[config.mk]
export PLATFORM = sky130hd
export DESIGN_NAME = gain_engine_regs
export DESIGN_NICKNAME = d
export VERILOG_FILES = /design/src/tgc_pkg.sv /design/src/gain_engine_regs.sv /design/src/tgc_profile_sel.sv /design/src/tgc_start_gen.sv
export VERILOG_INCLUDE_DIRS = /design/src /design/src/src
export SDC_FILE = /design/constraint.sdc
export NUM_CORES = 1
export LEC_CHECK = 0
export BUFFER_PORTS_ARGS = -buffer_cell sky130_fd_sc_hd__buf_4
export CORE_ASPECT_RATIO = 1.1
export CORE_MARGIN = 1.5
export CORE_UTILIZATION = 55
export DETAILED_ROUTE_END_ITERATION = 10
export GPL_ROUTABILITY_DRIVEN = 1
export PLACE_DENSITY = 0.78
export SKIP_CTS_REPAIR_TIMING = 1
export SYNTH_ARGS = -nofsm -noshare
export SYNTH_HDL_FRONTEND = slang
export SYNTH_SLANG_ARGS = --single-unit
[constraint.sdc]
create_clock -name pclk -period 3.7 [get_ports pclk]
set_input_delay 0.74 -clock pclk [delete_from_list [all_inputs] [get_ports pclk]]
set_output_delay 0.74 -clock pclk [all_outputs]
set_load 0.005 [all_outputs]
[src/tgc_regs.svh]
// Register map constants for the gain-profile-3 and gain-engine control bank
// Contract
// - Profile 3 start gain, bits 15:8, read/write, resets to zero.
// - Profile 3 stop gain, bits 7:0, read/write, resets to 9Fh.
// - Profile 3 rising step, bits 15:8, read/write, resets to zero.
// - Profile 3 falling step, bits 7:0, read/write, resets to FFh.
// - Profile 3 start index, bits 15:8, resets zero, internal non-uniform mode.
// - Profile 3 stop index, bits 7:0, resets 9Fh, internal non-uniform mode.
// - Profile 3 start time, 16-bit read/write, resets to zero.
// - Profile 3 hold time, 16-bit read/write, resets to zero.
// - Control bit 15 is slope factor lsb, resets to zero.
// - Control bit 14 picks external start (0) or internal periodic start (1).
// - Control bits 13:12 pick the gain memory bank, reset zero.
// - Writing 1 to control bit 10 issues one ramp start; 0 does nothing.
// - Fixed-gain mode applies control bits 8:0 as constant gain code.
// - Two-bit mode: ext non-uniform, up/down ramp, fixed, int non-uniform.
// - Wait-time register sets period between internal periodic starts.
// - Override bit 0 uses profile pins; 1 uses register profile field.
`ifndef TGC_REGS_SVH
`define TGC_REGS_SVH

`define IDX_BASE        8'hb0
`define IDX_P3_GAIN     8'hb0
`define IDX_P3_STEP     8'hb1
`define IDX_P3_INDEX    8'hb2
`define IDX_P3_START_T  8'hb3
`define IDX_P3_HOLD_T   8'hb4
`define IDX_CONTROL     8'hb5
`define IDX_MODE        8'hb6
`define IDX_WAIT        8'hb7

`define RST_P3_GAIN     16'h009f
`define RST_P3_STEP     16'h00ff
`define RST_P3_INDEX    16'h009f
`define RST_ZERO        16'h0000

`define CTL_SLOPE_BIT   15
`define CTL_INT_START   14
`define CTL_BANK_HI     13
`define CTL_BANK_LO     12
`define CTL_MAN_START   10
`define CTL_FIX_HI      8
`define MODE_SEL_HI     15
`define MODE_SEL_LO     14
`define MODE_PROF_HI    13
`define MODE_PROF_LO    12
`define MODE_OVR_BIT    11

`endif

[src/tgc_pkg.sv]
// Types shared by the gain-engine register bank
package tgc_pkg;
    typedef enum logic [1:0] {
        MODE_EXT_NONUNI = 2'h0,
        MODE_RAMP       = 2'h1,
        MODE_FIXED      = 2'h2,
        MODE_INT_NONUNI = 2'h3
    } gain_mode_t;

    typedef struct packed {
        logic [7:0]  start_gain;
        logic [7:0]  stop_gain;
        logic [7:0]  rise_step;
        logic [7:0]  prof3_fall_increment;
        logic [7:0]  start_index;
        logic [7:0]  stop_index;
        logic [15:0] start_time;
        logic [15:0] hold_time;
    } profile3_t;
endpackage : tgc_pkg

[src/gain_engine_regs.sv]
// Gain-engine register bank: profile 3, control, mode and wait time over APB
//
// Design decision made here: the APB interface to the registers.
`timescale 1ns/1ns
`include "tgc_regs.svh"
module gain_engine_regs
    import tgc_pkg::*;
#(
    parameter int ADDR_W = 12
) (
    input  wire logic              pclk,
    input  wire logic              presetn,
    input  wire logic              psel,
    input  wire logic              penable,
    input  wire logic              pwrite,
    input  wire logic [ADDR_W-1:0] paddr,
    input  wire logic [31:0]       pwdata,
    output logic [31:0]            prdata,
    output logic                   pready,
    output logic                   pslverr,
    input  wire logic              ext_start,
    input  wire logic [1:0]        profile_pins,
    output profile3_t              prof3,
    output gain_mode_t             gain_mode,
    output logic [1:0]             active_profile,
    output logic                   curve_slope_lsb,
    output logic [1:0]             mem_bank,
    output logic [8:0]             fixed_gain_code,
    output logic                   fixed_gain_active,
    output logic                   ramp_start
);
    localparam int NREG = 8;
    localparam logic [15:0] RST_VAL [NREG] = '{
        `RST_P3_GAIN, `RST_P3_STEP, `RST_P3_INDEX, `RST_ZERO,
        `RST_ZERO, `RST_ZERO, `RST_ZERO, `RST_ZERO
    };
    localparam logic [2:0] SLOT_GAIN    = 3'(`IDX_P3_GAIN - `IDX_BASE);
    localparam logic [2:0] SLOT_STEP    = 3'(`IDX_P3_STEP - `IDX_BASE);
    localparam logic [2:0] SLOT_INDEX   = 3'(`IDX_P3_INDEX - `IDX_BASE);
    localparam logic [2:0] SLOT_START_T = 3'(`IDX_P3_START_T - `IDX_BASE);
    localparam logic [2:0] SLOT_HOLD_T  = 3'(`IDX_P3_HOLD_T - `IDX_BASE);
    localparam logic [2:0] SLOT_CONTROL = 3'(`IDX_CONTROL - `IDX_BASE);
    localparam logic [2:0] SLOT_MODE    = 3'(`IDX_MODE - `IDX_BASE);
    localparam logic [2:0] SLOT_WAIT    = 3'(`IDX_WAIT - `IDX_BASE);

    logic [15:0]       regs [NREG];
    logic [ADDR_W-3:0] word_addr;
    logic [ADDR_W-3:0] rel_addr;
    logic              hit;
    logic [2:0]        slot;
    logic              wr_en;
    logic              rd_setup;
    logic              manual_req;
    logic [15:0]       ctl;
    logic [15:0]       mode_reg;

    if (ADDR_W < 10 || ADDR_W > 32) begin : g_chk
        $error("ADDR_W must cover the bank and stay within 32 bits");
    end

    // Printed offsets are word indices; the byte address is four times that
    assign word_addr = paddr[ADDR_W-1:2];
    assign rel_addr  = word_addr - (ADDR_W-2)'(`IDX_BASE);
    assign hit       = (paddr[1:0] == 2'h0) && (word_addr >= (ADDR_W-2)'(`IDX_BASE))
                       && (rel_addr < (ADDR_W-2)'(NREG));
    assign slot      = rel_addr[2:0];

    // Zero wait states; every access completes in its first access cycle
    assign pready   = 1'b1;
    assign pslverr  = psel && penable && !hit;
    assign wr_en    = psel && penable && pwrite && hit;
    assign rd_setup = psel && !penable && !pwrite;

    for (genvar i = 0; i < NREG; i++) begin : g_reg
        always_ff @(posedge pclk or negedge presetn) begin
            if (!presetn) begin
                regs[i] <= RST_VAL[i];
            end else if (wr_en && slot == 3'(i)) begin
                regs[i] <= pwdata[15:0];
            end
        end
    end

    // Read data is fetched in the setup cycle so prdata comes from a flop
    always_ff @(posedge pclk or negedge presetn) begin
        if (!presetn) begin
            prdata <= 32'h0000_0000;
        end else if (rd_setup) begin
            prdata <= hit ? {16'h0000, regs[slot]} : 32'h0000_0000;
        end
    end

    assign ctl      = regs[SLOT_CONTROL];
    assign mode_reg = regs[SLOT_MODE];

    // The start bit is stored as written, but only the write itself fires
    assign manual_req = wr_en && (slot == SLOT_CONTROL) && pwdata[`CTL_MAN_START];

    always_comb begin
        prof3.start_gain           = regs[SLOT_GAIN][15:8];
        prof3.stop_gain            = regs[SLOT_GAIN][7:0];
        prof3.rise_step            = regs[SLOT_STEP][15:8];
        prof3.prof3_fall_increment = regs[SLOT_STEP][7:0];
        prof3.start_index          = regs[SLOT_INDEX][15:8];
        prof3.stop_index           = regs[SLOT_INDEX][7:0];
        prof3.start_time           = regs[SLOT_START_T];
        prof3.hold_time            = regs[SLOT_HOLD_T];
    end

    assign curve_slope_lsb   = ctl[`CTL_SLOPE_BIT];
    assign mem_bank          = ctl[`CTL_BANK_HI:`CTL_BANK_LO];
    assign gain_mode         = gain_mode_t'(mode_reg[`MODE_SEL_HI:`MODE_SEL_LO]);
    assign fixed_gain_active = (gain_mode == MODE_FIXED);
    // Code is held at zero outside fixed mode so a stale value never leaks out
    assign fixed_gain_code   = fixed_gain_active ? ctl[`CTL_FIX_HI:0] : 9'h000;

    tgc_start_gen #(
        .WAIT_W      (16)
    ) u_start (
        .pclk        (pclk),
        .presetn     (presetn),
        .int_enable  (ctl[`CTL_INT_START]),
        .wait_time   (regs[SLOT_WAIT]),
        .manual_req  (manual_req),
        .ext_start   (ext_start),
        .start_pulse (ramp_start)
    );

    tgc_profile_sel u_prof (
        .pclk                 (pclk),
        .presetn              (presetn),
        .profile_pin_override (mode_reg[`MODE_OVR_BIT]),
        .reg_profile          (mode_reg[`MODE_PROF_HI:`MODE_PROF_LO]),
        .profile_pins         (profile_pins),
        .active_profile       (active_profile)
    );
endmodule : gain_engine_regs

[src/tgc_profile_sel.sv]
// Active gain profile selection from pins or register field
`timescale 1ns/1ns
module tgc_profile_sel (
    input  wire logic       pclk,
    input  wire logic       presetn,
    input  wire logic       profile_pin_override,
    input  wire logic [1:0] reg_profile,
    input  wire logic [1:0] profile_pins,
    output logic [1:0]      active_profile
);
    always_ff @(posedge pclk or negedge presetn) begin
        if (!presetn) begin
            active_profile <= 2'h0;
        end else begin
            active_profile <= profile_pin_override ? reg_profile : profile_pins;
        end
    end
endmodule : tgc_profile_sel

[src/tgc_start_gen.sv]
// Ramp start source: external, internal periodic or single-shot
`timescale 1ns/1ns
module tgc_start_gen #(
    parameter int WAIT_W = 16
) (
    input  wire logic              pclk,
    input  wire logic              presetn,
    input  wire logic              int_enable,
    input  wire logic [WAIT_W-1:0] wait_time,
    input  wire logic              manual_req,
    input  wire logic              ext_start,
    output logic                   start_pulse
);
    logic [WAIT_W-1:0] count;
    logic              tick;

    if (WAIT_W < 1) begin : g_chk
        $error("WAIT_W must be at least 1");
    end

    assign tick = int_enable && (count == '0);

    // Reload while disabled so the first start comes a full period after enable
    always_ff @(posedge pclk or negedge presetn) begin
        if (!presetn) begin
            count <= '0;
        end else if (!int_enable || tick) begin
            count <= wait_time;
        end else begin
            count <= count - 1'b1;
        end
    end

    always_ff @(posedge pclk or negedge presetn) begin
        if (!presetn) begin
            start_pulse <= 1'b0;
        end else begin
            start_pulse <= (int_enable ? tick : ext_start) | manual_req;
        end
    end
endmodule : tgc_start_gen

==> key figures <==
CTS
  – H-tree levels: 4
  – Clock buffer count from CTS: 17
  – Clock latency on the worst-skew pair: about 430 ps
  – Clock slew seen by the registers of the worst setup and hold paths: approximately 60 ps
  – Clock tree from TritonCTS: built
  – Root cell of the clock tree: clkbuf_16
  – Number of sinks driven by the clock tree: around 160
  – Maximum clock path buffer count: 2

Yosys
  – Post-synthesis instance total: roughly 600
  – Number of distinct library cells after synthesis: 43
  – Yosys Warn Count: 0
  – Summed instance area of the synthesized netlist: slightly above 0.008 sq mm
  – Post-Syn Area per Cell: between 10 and 15 sq um
  – Sequential area share after synthesis: 49.6%
  – Yosys reg bits: about 160

Pwr
  – Power density of the placed cells: between 300 and 400 mW/mm^2
  – Static power due to leakage: around 4.8 nW
  – Seq pwr share: roughly 50%
  – Largest voltage drop on the vdd net: 0.317 mV
  – Part of the power in the clock network: between 40% and 50%
  – Combinational power share: under 10%
  – Net switching share of the total power: 21.4%
  – Internal power: about 2.9 mW
  – Psw: roughly 0.8 mW

Critical path
  – Worst Path Arrival: about 2100 ps
  – Slowest library cell on the worst path: nor2b_1
  – Startpoint class of the critical path: flop
  – Critical path capture point type: output port
  – Class of the most critical setup path: flop to output port
  – Peak per-stage delay on the critical path: roughly 800 ps
  – Worst Path Required: just under 3000 ps
  – Chain of cells forming the critical path: nor2b_1, and2_1, buf_4
  – Max Fanout on Critical Path: 10

Die
  – I/O pin cnt: between 150 and 200
  – Die W: between 100 and 150 um
  – Initial standard-cell utilization of the core: between 50 and 60%
  – Die Outline Area: ~0.016 sq mm
  – Placement row count: between 40 and 50
  – Core region area: between 0.01 and 0.015 sq mm
  – Height of the die: 132 um

Route
  – Remaining antenna violation count after routing: 0
  – Via Count: about 5000
  – Detailed-route DRC error count: 0
  – First-pass detailed-route iteration total: 4
  – Post-detailed-routing wire length: ~19 mm
  – Wirelength per Cell: 21.8 um
  – Iteration-0 DRC count of the detailed router: 377
  – Post-detailed-route via-to-cell ratio: about 5.8

Layout
  – Number of non-filler instances in the completed layout: between 800 and 900
  – Antenna cell count: 0
  – P&R area growth vs syn: 14.4%
  – Fraction of final layout cells sized beyond drive strength 1: between 50% and 60%
  – Combined area of the multi-input logic cells: 0.00329 sq mm
  – Final standard cell area without fillers: around 0.0095 sq mm
  – Final-stage net count: between 700 and 800
  – Number of flip-flops in the largest register: 80
  – Number of filler cells placed in the layout: approximately 1100
  – Area of all sequential standard cells: around 0.004 sq mm

Run status
  – Run status: finished clean

Timing
  – Post-route clock skew: between 4 and 5 ps
  – Final Max Slew Viols: 0
  – Clock period minus final worst setup slack: between 2000 and 3000 ps
  – Worst rel slew slack: approximately 33%
  – Worst-case hold slack: ~330 ps
  – Final period util: ~76%
  – Final TNS setup: 0 ps
  – Least-Margin Pin Slew: around 990 ps
  – Setup repair after global routing missed its margin: no
  – Final hold vios: 0
  – Worst-case setup margin in the final layout: roughly 900 ps
  – Fmax: around 360 MHz
  – Final setup violation count: 0

Global routing
  – Met2 GRT Util: about two fifths
  – Tot GR Track Use: between 20% and 30%
  – Largest net degree at the start of global routing: just over 80
  – GRT busiest layer: met2
  – Total congestion overflow after global routing: 0
  – Via count of the first global-routing pass: around 5200
  – Wire length of the first global-routing pass: between 20 and 30 mm
  – Met1 Use GR: 32.6%
  – Number of antenna violations at the first check in global routing: 0
  – Met3 usage in global routing: ~6.6%

Placed design
  – Pre-CTS WS: approximately 720 ps
  – Placed standard-cell area: ~0.0089 sq mm
  – Routability congestion estimate from global placement: around 0.88
  – IO Port Bufs: 150
  – Number of placed instances, taps included: 832
  – Total half-perimeter wirelength after legalization and detailed placement: about 13 mm

Hold path
  – Type of the most critical hold path: input pin to async pin

Flow run
  – Number of maximum-capacitance constraint violations: 0
layout make-up:
cell class / count / share of cell area (%)
inverter: 4 / 0.159
multi-input combinational: 314 / 34.8
sequential: 163 / 43.4
clock buffer: 22 / 5.02
clock inverter: 10 / 1.12
timing repair buffer: 159 / 12.9
tap: 192 / 2.54
routing by layer:
| layer | share of wire, % | wire, um |
|---|---|---|
| met1 | 41 | 7640 |
| met2 | 49 | 9320 |
| met3 | 7.4 | 1400 |
| met4 | 2.7 | 510 |
| met5 | 0 | 0 |
power by group through the flow:
| stage | sequential [mW] | clock (mW) | combinational (mW) |
|---|---|---|---|
| after floorplan | 1.82 | 0 | 0.0692 |
| after global placement | 1.82 | 0 | 0.159 |
| after detailed placement | 1.82 | 0 | 0.164 |
| after CTS | 1.79 | 1.75 | 0.165 |
| after global routing | 1.79 | 1.84 | 0.178 |
| final | 1.79 | 1.72 | 0.161 |
worst max-delay path: cells and delay by family, from the launching register on:
| family | cells | cell delay [ps] |
|---|---|---|
| and+or+nand+nor | 2 | 1070 |
| DFF | 1 | 440 |
| buffers and inverters | 1 | 120 |
logic make-up after synthesis:
family	Yosys count	synth area share [%]
AO/OA/AOI/OAI	39	3.25
XOR/XNOR	10	1.06
adder cells (fa/ha/maj)	2	0.303
buffers and inverters	135	11.2
flip-flops	163	49.6
multiplexers	185	29.5
other	2	0.0908
AND/OR/NAND/NOR	61	4.89
cells in the final DEF, fill, tap and decap left out, types with 3 or more instances in the layout:
cell type / instances
nand3_1: 3
nor3_1: 3
and4bb_2: 3
clkbuf_16: 17
clkinv_2: 6
mux2_2: 152
nor2_1: 9
nand2_1: 6
nor4_1: 4
mux4_2: 32
buf_4: 156
dfrtp_1: 143
or3_1: 3
xnor2_1: 10
inv_1: 4
a31oi_1: 3
and2_1: 10
a21oi_1: 15
dfstp_2: 20
conb_1: 17
a22o_1: 16
clkbuf_8: 3
stage by stage:
step	total power, mW	utilization (%)
CTS	3.71	64.9
global placement	1.98	60.9
floorplan	1.89	-
detailed placement	1.99	60.9
global route	3.81	64.9
finish	3.67	64.9
final timing paths:
kind,start,cells after the start,slack (ps),endpoint
max in group asynchronous,presetn,2,2390,prof3[39]$_DFFE_PN1P_
setup / recovery,mode_reg[15]$_DFFE_PN0P_,3,900,fixed_gain_code[7]
setup reg to reg,u_start.count[0]$_DFF_PN0_,6,1430,u_start.count[14]$_DFF_PN0_
min in group pclk,mode_reg[9]$_DFFE_PN0P_,1,500,mode_reg[9]$_DFFE_PN0P_
hold / removal,presetn,1,330,prof3[58]$_DFFE_PN0P_
hold reg to reg,mode_reg[9]$_DFFE_PN0P_,1,500,mode_reg[9]$_DFFE_PN0P_
synth_stat cells (all sizes together):
master  count  area (sq um)
mux2      152          1710
dfrtp     143          3580
buf       121           875
mux4       32           721
dfstp      20           526
a22o       16           140
a21oi      15          75.1
and2       10          62.6
clkbuf     10          37.5
xnor2      10          87.6
nor2        9          33.8
nand2       6          22.5
inv         4          15.0
nor4        4          25.0
or3         4          30.0
a31oi       3          18.8
and4bb      3          37.5
nand3       3          15.0
nand4       3          25.0
nor3        3          15.0
and3        2          12.5
and4        2          17.5
conb        2          7.51
ha          2          25.0
nand3b      2          22.5
nor2b       2          12.5
nor3b       2          25.0
nor4b       2          17.5
a21boi      1          7.51
and4b       1          10.0
mux2i       1          10.0
nand2b      1          6.26
o21ai       1          5.00
o22ai       1          6.26
o31ai       1          7.51
o41ai       1          8.76
or2         1          6.26
or4         1          7.51
No activity file was read; power rests on OpenSTA's default activity.
